File: config.mk
export PLATFORM = sky130hd
export DESIGN_NAME = drs_host_ctrl
export DESIGN_NICKNAME = d
export VERILOG_FILES = /design/src/drs_pkg.sv /design/src/drs_bank_track.sv /design/src/drs_host_ctrl.sv
export VERILOG_INCLUDE_DIRS = /design/src
export SDC_FILE = /design/constraint.sdc
export NUM_CORES = 1
export LEC_CHECK = 0
export BUFFER_PORTS_ARGS = -buffer_cell sky130_fd_sc_hd__buf_2
export CAP_MARGIN = 25
export CORE_MARGIN = 1.5
export CORE_UTILIZATION = 55
export CTS_CLUSTER_SIZE = 24
export DETAILED_ROUTE_END_ITERATION = 10
export PLACE_DENSITY_LB_ADDON = 0.3
export SLEW_MARGIN = 10
export SYNTH_ARGS = -nofsm -noshare
export SYNTH_HDL_FRONTEND = slang
export SYNTH_HIERARCHICAL = 1
export SYNTH_SLANG_ARGS = --single-unit
File: constraint.sdc
create_clock -name sys_clk -period 3.93 [get_ports sys_clk]
set_input_delay 0.393 -clock sys_clk [delete_from_list [all_inputs] [get_ports sys_clk]]
set_output_delay 0.393 -clock sys_clk [all_outputs]
set_load 0.03 [all_outputs]
File: src/drs_map.svh
// constants for the dual-rank command and address host controller
`ifndef DRS_MAP_SVH
`define DRS_MAP_SVH
`define DRS_CLK_MHZ 40
`define DRS_REF_COUNT 8192
`define DRS_REF_WIN_NORM_MS 64
`define DRS_REF_WIN_HOT_MS 32
// longest allowed spacing, so integer division rounds down
`define DRS_REFI_NORM_CYC ((`DRS_REF_WIN_NORM_MS * `DRS_CLK_MHZ * 1000) / `DRS_REF_COUNT)
`define DRS_REFI_HOT_CYC ((`DRS_REF_WIN_HOT_MS * `DRS_CLK_MHZ * 1000) / `DRS_REF_COUNT)
`define DRS_TRFC_NS 260
`define DRS_TRFC_CYC ((`DRS_TRFC_NS * `DRS_CLK_MHZ + 999) / 1000)
`define DRS_CMD_GAP_CYC 2
`define DRS_SR_EXIT_CYC 8
`define DRS_RST_HOLD_US 200
`define DRS_CKE_WAIT_US 500
`define DRS_CMD_LMR 3'h0
`define DRS_CMD_REF 3'h1
`define DRS_CMD_PRE 3'h2
`define DRS_CMD_ACT 3'h3
`define DRS_CMD_WR 3'h4
`define DRS_CMD_RD 3'h5
`define DRS_CMD_NOP 3'h7
`define DRS_AUTO_CLOSE_BIT 10
`define DRS_CHOP_BIT 12
`define DRS_MR0_SEL 3'h0
`define DRS_MR0_CHOP_OTF 15'h0001
`define DRS_MR0_LAT_LSB 4
`define DRS_RL_GRADE0 4'hd
`define DRS_RL_GRADE1 4'hb
`define DRS_RL_GRADE2 4'h9
`define DRS_RL_GRADE3 4'h7
`endif

File: src/drs_pkg.sv
// types for the dual-rank command and address host controller
package drs_pkg;
	typedef enum logic [3:0] {
		S_RST_HOLD, S_CKE_WAIT, S_MODE_LOAD, S_IDLE, S_GAP, S_PD, S_SR_ENTER, S_SR, S_SR_EXIT
	} drs_state_t;
	typedef enum logic [1:0] {TRK_NONE, TRK_ACT, TRK_PRE, TRK_PREALL} drs_trk_op_t;
endpackage

File: src/drs_bank_track.sv
// open-row table of the eight banks of one rank
module drs_bank_track (
	// clock and reset
	input wire logic sys_clk,
	input wire logic sys_rst,
	// table update
	input drs_pkg::drs_trk_op_t trkOp,
	input wire logic [2:0] trkBank,
	input wire logic [14:0] trkRow,
	// lookup
	input wire logic [2:0] lookBank,
	output logic lookOpen,
	output logic [14:0] lookRow,
	output logic anyOpen
);
	logic [7:0] openVec;
	logic [14:0] rowVec [8];

	for (genvar b = 0; b < 8; b++) begin : gBank
		logic openQ, openD;
		logic [14:0] rowQ, rowD;
		always_comb begin
			openD = openQ;
			rowD = rowQ;
			if (trkOp == drs_pkg::TRK_PREALL) begin
				openD = 1'b0;
			end else if (trkBank == 3'(b)) begin
				if (trkOp == drs_pkg::TRK_ACT) begin
					openD = 1'b1;
					rowD = trkRow;
				end else if (trkOp == drs_pkg::TRK_PRE) begin
					openD = 1'b0;
				end
			end
		end
		always_ff @(posedge sys_clk or posedge sys_rst) begin
			if (sys_rst) begin
				openQ <= 1'b0;
				rowQ <= 15'h0000;
			end else begin
				openQ <= openD;
				rowQ <= rowD;
			end
		end
		assign openVec[b] = openQ;
		assign rowVec[b] = rowQ;
	end

	assign lookOpen = openVec[lookBank];
	assign lookRow = rowVec[lookBank];
	assign anyOpen = |openVec;
endmodule

File: src/drs_host_ctrl.sv
// host controller driving the command, address and clock-enable pins of a two-rank memory
`include "drs_map.svh"
module drs_host_ctrl #(
	parameter int RstHoldCyc = `DRS_RST_HOLD_US * `DRS_CLK_MHZ,
	parameter int CkeWaitCyc = `DRS_CKE_WAIT_US * `DRS_CLK_MHZ
) (
	// clock and reset
	input wire logic sys_clk,
	input wire logic sys_rst,
	// straps and environment
	input wire logic [1:0] speedGrade,
	input wire logic hotTemp,
	// user access
	input wire logic reqValid,
	input wire logic reqWrite,
	input wire logic reqRank,
	input wire logic [2:0] reqBank,
	input wire logic [14:0] reqRow,
	input wire logic [9:0] reqCol,
	input wire logic reqChopFour,
	input wire logic reqAutoClose,
	output logic reqReady,
	output logic reqDone,
	// power control and status
	input wire logic pdReq,
	input wire logic srReq,
	output logic pdActive,
	output logic srActive,
	output logic initDone,
	output logic [3:0] readLatency,
	// memory pins
	output logic memResetN,
	output logic ckEnable,
	output logic [1:0] cke,
	output logic [1:0] csN,
	output logic rasN,
	output logic casN,
	output logic weN,
	output logic [2:0] ba,
	output logic [14:0] addr,
	output logic [1:0] termEnable
);
	drs_pkg::drs_state_t state_q, state_d, ret_q, ret_d;
	logic [15:0] cnt_q, cnt_d;
	logic rank_q, rank_d, pend_q, pend_d, pendClr, accept;
	logic pendWrite_q, pendWrite_d, pendRank_q, pendRank_d;
	logic pendChop_q, pendChop_d, pendClose_q, pendClose_d;
	logic [2:0] pendBank_q, pendBank_d;
	logic [14:0] pendRow_q, pendRow_d;
	logic [9:0] pendCol_q, pendCol_d;
	logic [1:0] refPend_q, refPend_d, refClr;
	logic [8:0] refTimer_q, refTimer_d;
	logic [3:0] lat_q, lat_d;
	logic [1:0] cke_q, cke_d, csN_q, csN_d, term_q, term_d;
	logic [2:0] cmd_q, cmd_d, ba_q, ba_d;
	logic [14:0] addr_q, addr_d, modeOp;
	logic rstN_q, rstN_d, ckEn_q, ckEn_d, ready_q, ready_d, done_q, done_d;
	logic pdAct_q, pdAct_d, srAct_q, srAct_d, init_q, init_d;
	logic [1:0] lookOpen, anyOpen;
	logic [14:0] lookRow [2];
	drs_pkg::drs_trk_op_t trkOp [2];

	// each rank keeps its own bank table
	for (genvar r = 0; r < 2; r++) begin : gRank
		drs_bank_track uTrack (
			.sys_clk(sys_clk), .sys_rst(sys_rst), .trkOp(trkOp[r]), .trkBank(pendBank_q),
			.trkRow(pendRow_q), .lookBank(pendBank_q), .lookOpen(lookOpen[r]),
			.lookRow(lookRow[r]), .anyOpen(anyOpen[r])
		);
	end

	// latency field plus on-the-fly chop enable
	assign modeOp = (15'(lat_q) << `DRS_MR0_LAT_LSB) | `DRS_MR0_CHOP_OTF;

	always_comb begin
		accept = reqValid && ready_q;
		pend_d = accept || (pend_q && !pendClr);
		pendWrite_d = accept ? reqWrite : pendWrite_q;
		pendRank_d = accept ? reqRank : pendRank_q;
		pendBank_d = accept ? reqBank : pendBank_q;
		pendRow_d = accept ? reqRow : pendRow_q;
		pendCol_d = accept ? reqCol : pendCol_q;
		pendChop_d = accept ? reqChopFour : pendChop_q;
		pendClose_d = accept ? reqAutoClose : pendClose_q;
		ready_d = init_d && !pend_d;
	end

	always_comb begin
		refTimer_d = refTimer_q;
		refPend_d = refPend_q & ~refClr;
		if (init_q) begin
			if (refTimer_q == 9'h000) begin
				refTimer_d = hotTemp ? 9'(`DRS_REFI_HOT_CYC - 1) : 9'(`DRS_REFI_NORM_CYC - 1);
				// one refresh owed per rank, set wins
				refPend_d = 2'h3;
			end else begin
				refTimer_d = refTimer_q - 9'h001;
			end
		end
	end

	always_comb begin
		logic issue;
		logic r;
		logic [15:0] gap;
		issue = 1'b0;
		r = 1'b0;
		gap = 16'(`DRS_CMD_GAP_CYC);
		state_d = state_q;
		ret_d = ret_q;
		cnt_d = cnt_q;
		rank_d = rank_q;
		csN_d = 2'h3;
		cmd_d = `DRS_CMD_NOP;
		ba_d = ba_q;
		addr_d = addr_q;
		term_d = 2'h0;
		cke_d = cke_q;
		rstN_d = rstN_q;
		ckEn_d = ckEn_q;
		lat_d = lat_q;
		init_d = init_q;
		pdAct_d = pdAct_q;
		srAct_d = srAct_q;
		done_d = 1'b0;
		pendClr = 1'b0;
		refClr = 2'h0;
		trkOp[0] = drs_pkg::TRK_NONE;
		trkOp[1] = drs_pkg::TRK_NONE;
		unique case (state_q)
			drs_pkg::S_RST_HOLD: begin
				// memory reset held low with clock running
				rstN_d = 1'b0;
				ckEn_d = 1'b1;
				if (cnt_q == 16'(RstHoldCyc - 1)) begin
					rstN_d = 1'b1;
					cnt_d = 16'h0000;
					state_d = drs_pkg::S_CKE_WAIT;
					unique case (speedGrade)
						2'h0: lat_d = `DRS_RL_GRADE0;
						2'h1: lat_d = `DRS_RL_GRADE1;
						2'h2: lat_d = `DRS_RL_GRADE2;
						2'h3: lat_d = `DRS_RL_GRADE3;
					endcase
				end else begin
					cnt_d = cnt_q + 16'h0001;
				end
			end
			drs_pkg::S_CKE_WAIT: begin
				if (cnt_q == 16'(CkeWaitCyc - 1)) begin
					cke_d = 2'h3;
					rank_d = 1'b0;
					state_d = drs_pkg::S_MODE_LOAD;
				end else begin
					cnt_d = cnt_q + 16'h0001;
				end
			end
			drs_pkg::S_MODE_LOAD: begin
				// load mode_reg_zero, one rank at a time
				r = rank_q;
				cmd_d = `DRS_CMD_LMR;
				ba_d = `DRS_MR0_SEL;
				addr_d = modeOp;
				issue = 1'b1;
				ret_d = rank_q ? drs_pkg::S_IDLE : drs_pkg::S_MODE_LOAD;
				rank_d = !rank_q;
				init_d = rank_q;
			end
			drs_pkg::S_IDLE: begin
				if (refPend_q != 2'h0) begin
					r = !refPend_q[0];
					issue = 1'b1;
					ret_d = drs_pkg::S_IDLE;
					if (anyOpen[r]) begin
						cmd_d = `DRS_CMD_PRE;
						addr_d = 15'h0001 << `DRS_AUTO_CLOSE_BIT;
						trkOp[r] = drs_pkg::TRK_PREALL;
					end else begin
						cmd_d = `DRS_CMD_REF;
						refClr[r] = 1'b1;
						gap = 16'(`DRS_TRFC_CYC);
					end
				end else if (srReq) begin
					rank_d = 1'b0;
					state_d = drs_pkg::S_SR_ENTER;
				end else if (pdReq && !pend_q) begin
					// active power-down when any row open
					cke_d = 2'h0;
					pdAct_d = |anyOpen;
					state_d = drs_pkg::S_PD;
				end else if (pend_q) begin
					r = pendRank_q;
					// bank inputs name the target bank
					ba_d = pendBank_q;
					issue = 1'b1;
					ret_d = drs_pkg::S_IDLE;
					if (!lookOpen[r]) begin
						cmd_d = `DRS_CMD_ACT;
						addr_d = pendRow_q;
						trkOp[r] = drs_pkg::TRK_ACT;
					end else if (lookRow[r] != pendRow_q) begin
						cmd_d = `DRS_CMD_PRE;
						addr_d = 15'h0000;
						trkOp[r] = drs_pkg::TRK_PRE;
					end else begin
						// column access on the open row
						cmd_d = pendWrite_q ? `DRS_CMD_WR : `DRS_CMD_RD;
						addr_d = 15'(pendCol_q);
						addr_d[`DRS_AUTO_CLOSE_BIT] = pendClose_q;
						// chop select, low for four beats
						addr_d[`DRS_CHOP_BIT] = !pendChop_q;
						if (pendClose_q) begin
							trkOp[r] = drs_pkg::TRK_PRE;
						end
						term_d[r] = pendWrite_q;
						pendClr = 1'b1;
						done_d = 1'b1;
					end
				end
			end
			drs_pkg::S_GAP: begin
				if (cnt_q == 16'h0000) begin
					state_d = ret_q;
				end else begin
					cnt_d = cnt_q - 16'h0001;
				end
			end
			drs_pkg::S_PD: begin
				// leave power-down early so refresh is never starved
				if (!pdReq || refPend_q != 2'h0) begin
					cke_d = 2'h3;
					pdAct_d = 1'b0;
					cnt_d = 16'(`DRS_CMD_GAP_CYC - 1);
					ret_d = drs_pkg::S_IDLE;
					state_d = drs_pkg::S_GAP;
				end
			end
			drs_pkg::S_SR_ENTER: begin
				r = rank_q;
				issue = 1'b1;
				ret_d = drs_pkg::S_SR_ENTER;
				if (anyOpen[r]) begin
					cmd_d = `DRS_CMD_PRE;
					addr_d = 15'h0001 << `DRS_AUTO_CLOSE_BIT;
					trkOp[r] = drs_pkg::TRK_PREALL;
				end else begin
					cmd_d = `DRS_CMD_REF;
					cke_d[r] = 1'b0;
					refClr[r] = 1'b1;
					rank_d = 1'b1;
					if (rank_q) begin
						ret_d = drs_pkg::S_SR;
						srAct_d = 1'b1;
					end
				end
			end
			drs_pkg::S_SR: begin
				// clock stopped while in self refresh
				ckEn_d = 1'b0;
				if (!srReq) begin
					ckEn_d = 1'b1;
					cnt_d = 16'(`DRS_SR_EXIT_CYC - 1);
					state_d = drs_pkg::S_SR_EXIT;
				end
			end
			drs_pkg::S_SR_EXIT: begin
				// clock-enable rises only after clock restarts
				if (cnt_q == 16'h0000) begin
					cke_d = 2'h3;
					srAct_d = 1'b0;
					cnt_d = 16'(`DRS_SR_EXIT_CYC - 1);
					ret_d = drs_pkg::S_IDLE;
					state_d = drs_pkg::S_GAP;
				end else begin
					cnt_d = cnt_q - 16'h0001;
				end
			end
			default: state_d = drs_pkg::S_RST_HOLD;
		endcase
		if (issue) begin
			// one rank selected with the strobes
			csN_d = r ? 2'h1 : 2'h2;
			cnt_d = gap - 16'h0001;
			state_d = drs_pkg::S_GAP;
		end
	end

	always_ff @(posedge sys_clk or posedge sys_rst) begin
		if (sys_rst) begin
			state_q <= drs_pkg::S_RST_HOLD;
			ret_q <= drs_pkg::S_IDLE;
			cnt_q <= 16'h0000;
			rank_q <= 1'b0;
			pend_q <= 1'b0;
			{pendWrite_q, pendRank_q, pendChop_q, pendClose_q} <= 4'h0;
			pendBank_q <= 3'h0;
			pendRow_q <= 15'h0000;
			pendCol_q <= 10'h000;
			refPend_q <= 2'h0;
			refTimer_q <= 9'h000;
			lat_q <= 4'h0;
			cke_q <= 2'h0;
			csN_q <= 2'h3;
			term_q <= 2'h0;
			cmd_q <= `DRS_CMD_NOP;
			ba_q <= 3'h0;
			addr_q <= 15'h0000;
			{rstN_q, ckEn_q, ready_q, done_q, pdAct_q, srAct_q, init_q} <= 7'h00;
		end else begin
			state_q <= state_d;
			ret_q <= ret_d;
			cnt_q <= cnt_d;
			rank_q <= rank_d;
			pend_q <= pend_d;
			{pendWrite_q, pendRank_q, pendChop_q, pendClose_q} <= {pendWrite_d, pendRank_d, pendChop_d, pendClose_d};
			pendBank_q <= pendBank_d;
			pendRow_q <= pendRow_d;
			pendCol_q <= pendCol_d;
			refPend_q <= refPend_d;
			refTimer_q <= refTimer_d;
			lat_q <= lat_d;
			cke_q <= cke_d;
			csN_q <= csN_d;
			term_q <= term_d;
			cmd_q <= cmd_d;
			ba_q <= ba_d;
			addr_q <= addr_d;
			{rstN_q, ckEn_q, ready_q, done_q, pdAct_q, srAct_q, init_q} <=
				{rstN_d, ckEn_d, ready_d, done_d, pdAct_d, srAct_d, init_d};
		end
	end

	assign {reqReady, reqDone, pdActive, srActive, initDone} = {ready_q, done_q, pdAct_q, srAct_q, init_q};
	assign {memResetN, ckEnable, cke, csN, termEnable} = {rstN_q, ckEn_q, cke_q, csN_q, term_q};
	assign {rasN, casN, weN} = cmd_q;
	assign {ba, addr, readLatency} = {ba_q, addr_q, lat_q};

	logic isAct, isAcc;
	assign isAct = (state_q == drs_pkg::S_IDLE) && (cmd_d == `DRS_CMD_ACT);
	assign isAcc = (state_q == drs_pkg::S_IDLE) && pendClr;
endmodule

==> impl_results.md <==
- Total power: 7.916 mW
- DP Worst Slack: -207.7 ps
- CP Launch Type: register
- Commonest cells post-synth: dfrtp_1, mux2_2, nand2_1, mux4_2, o21ai_0
- Synth unique cells: 78
- Clk network pwr share: 0.515
- Reg area: 9050 µm²
- Maximum VDD drop: 0.0003362 V
- Hold WS: -17.50 ps
- Post-Syn Instances: 1400
- Reg2Reg Launch Point: pendBank_q[0]
- Site Rows: between 60 and 70
- Global-route wire length before repair: 75650 µm
- Sw Pwr: 1.647 mW
- DP HPWL: 30750 µm
- Die ar.: 33990 µm²
- Post-layout min period: 4081 ps
- GRT Total Usage: 0.2931
- 1st-iter DRT viols: between 1000 and 1500
- Most common cell in the synthesized netlist: dfrtp_1
- Nets@finish: 1596
- Logic pwr share: 0.015
- Initial antenna violation count: 1
- Final setup violation count: 131
- Worst Tran Pin Value: ~1000 ps
- Static leakage: approximately 10 nW
- Total CTS buffers: 39
- CTS sink count: 361
- Max Cap Viol: 0
- Gpl congestion: just over 0.9
- CTS tree: built
- IO Count: 78
- Failing checks: negative hold slack, negative setup slack
- Max frequency: 245.1 MHz
- Most used DFF post-synth: dfrtp_1
- Sequential share of the synthesized area: 0.4997
- Final wirelength: a little under 50000 µm
- Synth warn: 6
- Die Ht: 184.4 µm
- Status: complete, but fails checks
- Mapped Area: 18090 µm²
- Fillers: between 2000 and 2500
- Net Sw Frac: 0.2081
- Tcrit/Tclk final: 1.038
- Crit Path Category: register to register
- Area contributors post-synth: dfrtp_1, mux2_2, mux4_2, mux2_4, o21ai_0
- Slew HR: 0.3138
- HP Class: input pin to asynchronous set/reset pin
- Internal power consumption: 6.269 mW
- DRT Pass-1 Iters: 5
- Worst-skew pair later-pin latency: 540 ps
- Final worst slack: -150.6 ps
- Number of global-route vias before repair: 12978
- Top cell type's share of synthesized area: 0.4910
- Worst path arrival time: 4500 ps
- Multi-input gate area: 8795 µm²
- Largest net degree at the start of global routing: 81
- Worst Skew: approximately 24 ps
- Leading area contributor after synthesis: dfrtp_1
- Max-slew violation count: 0
- Crit-path max FO: 12
- Core Area: roughly 32000 µm²
- # hold bufs at CTS: 0
- Fin util: 0.6672
- Root Driver: clkbuf_16
- Avg WL per Cell: 24.26 µm
- Initial Util: 0.5575
- Layout cells sized above 1: 0.4459
- CP Data Required Time: between 4000 and 5000 ps
- Longest Clk Path Bufs: 3
- Hold Violations, Final: 7
- RSZ-0062 raised after global routing: true
- Area added between synthesis and finish: 19.69%
- Via count: between 10000 and 15000
- Drt drc: 0
- CP Capture Type: register
- Antenna Cells: 0
- Port Buffers: 77
- Syn_area_per_cell: 12.92 µm²
- Critical path launch point: pendBank_q[0]
- Sequential fraction of design power: 0.470
- R2r endpoint: gRank[0].uTrack/gBank[0].rowQ[5]
- DR vias/cell: 6.310
- GRT overflow: 0
- Post-synth EDFFs: 0
- CTS H-tree lvls: 2
- R2R setup slack: -150 ps
- R2R depth: 14
- Post-route ant nets: 0
- Async S/R FF share, synth: 1.000
- Mapped Nets: 1448
- #FFs+latches synth: 361
- Worst-path clk slew: 60 ps
- Power Density: 365.5 nW/µm²
- Die width: 184.4 µm
## flip-flops by register name, indices dropped and copies added (netlist names), 4 cells and up
register                  flops
pendCol_q                    10
addr                         15
refTimer_q                    9
cnt_q                        16
state_q                       4
pendRow_q                    15
gRank.uTrack/gBank.rowQ     240
readLatency                   4
gRank.uTrack/gBank.openQ     16
## critical path: stages (launching register included)
cell	delay (ps)
dfrtp_4	510
buf_12	140
buf_12	150
mux4_2	490
mux2_2	290
mux2i_1	200
xnor2_1	140
nor4_2	400
nand3_2	180
nor3_4	190
o41ai_2	120
nand2b_4	180
or4_4	460
buf_12	190
mux2_1	320
## power groups by stage
stage	Clock (mW)	Sequential, mW	Combinational [mW]
after detailed placement	0	3.79	0.122
after global placement	0	3.79	0.120
after CTS	4.13	3.72	0.122
after global routing	4.28	3.72	0.136
final	4.08	3.72	0.117
after floorplan	0	3.79	0.0633
## repair_timing
action,4_1_cts,5_1_grt
setup endpoints to repair,233,266
pin swaps,9,12
setup buffers,17,7
gates cloned,8,2
gates resized for setup,71,48
## worst max-delay path by stage
stage	endpoint
3_3_place_gp	gRank[1].uTrack/gBank[0].rowQ[2]
4_1_cts	gRank[0].uTrack/gBank[4].rowQ[13]
5_1_grt	gRank[0].uTrack/gBank[0].rowQ[5]
3_5_place_dp	gRank[1].uTrack/gBank[0].rowQ[5]
2_1_floorplan	gRank[1].uTrack/gBank[0].rowQ[10]
6_report	gRank[0].uTrack/gBank[0].rowQ[5]
## metal layers
layer,vias to the layer above,track usage,routed length (µm)
li1,5539,-,-
met1,6633,0.4043,20940
met5,-,0,10
met2,489,0.4734,23430
met3,89,0.05414,3394
met4,2,0.08984,1259
## cell type report
cell class | instances | share of cell area
clock inverters | 20 | 0.01433
clock buffers | 52 | 0.05293
multi-input cells | 919 | 0.4061
well taps | 442 | 0.02554
repair buffers | 198 | 0.07777
inverters | 29 | 0.005374
flip-flops and latches | 361 | 0.4179
## metrics by stage
step | setup TNS, ps | instances | instance area, µm²
after floorplan | -377.2 | 1400 | 18220
after global placement | -3593 | 1918 | 19370
after detailed placement | -13330 | 1918 | 19370
after CTS | -2788 | 2015 | 21420
after global routing | -42380 | 2021 | 21650
final | -9689 | 2021 | 21650
## kinds of logic (layout without fill, tap and decap cells)
group / Yosys count / after routing / share of synthesized area
DFF: 361 / 361 / 0.4997
xor gates and xnor gates: 21 / 21 / 0.01017
muxes: 391 / 391 / 0.2855
AOI/OAI and AO/OA: 208 / 208 / 0.07932
adders and majority gates: 9 / 9 / 0.006086
buffers and inverters: 121 / 299 / 0.03285
and+or+nand+nor: 289 / 290 / 0.08631
## layout by cell type (no fill, tap or decap), types with 8 or more instances in the layout
cell type | netlist | layout
nand3b_1 | 8 | 8
o31ai_1 | 11 | 11
nand3_1 | 27 | 26
nor2b_1 | 18 | 16
mux2i_1 | 20 | 11
nand2_1 | 70 | 65
ha_1 | 8 | 8
nor3_1 | 27 | 26
buf_4 | 2 | 72
inv_1 | 29 | 26
a311o_1 | 8 | 8
nor4_1 | 14 | 10
mux2_4 | 18 | 29
a21o_1 | 15 | 15
a21oi_1 | 35 | 35
nor2_1 | 45 | 41
buf_12 | 0 | 15
buf_6 | 10 | 24
mux2_2 | 283 | 275
a22o_1 | 13 | 13
o22ai_1 | 16 | 16
nand4_1 | 11 | 11
o21ai_0 | 54 | 52
buf_2 | 37 | 77
mux4_2 | 64 | 64
nor3b_1 | 10 | 10
dfrtp_1 | 355 | 352
nand2b_1 | 19 | 19
and3_1 | 8 | 8
clkbuf_16 | 0 | 40
clkbuf_8 | 0 | 10
xnor2_1 | 15 | 8
Power figures use the tool's default switching activity.
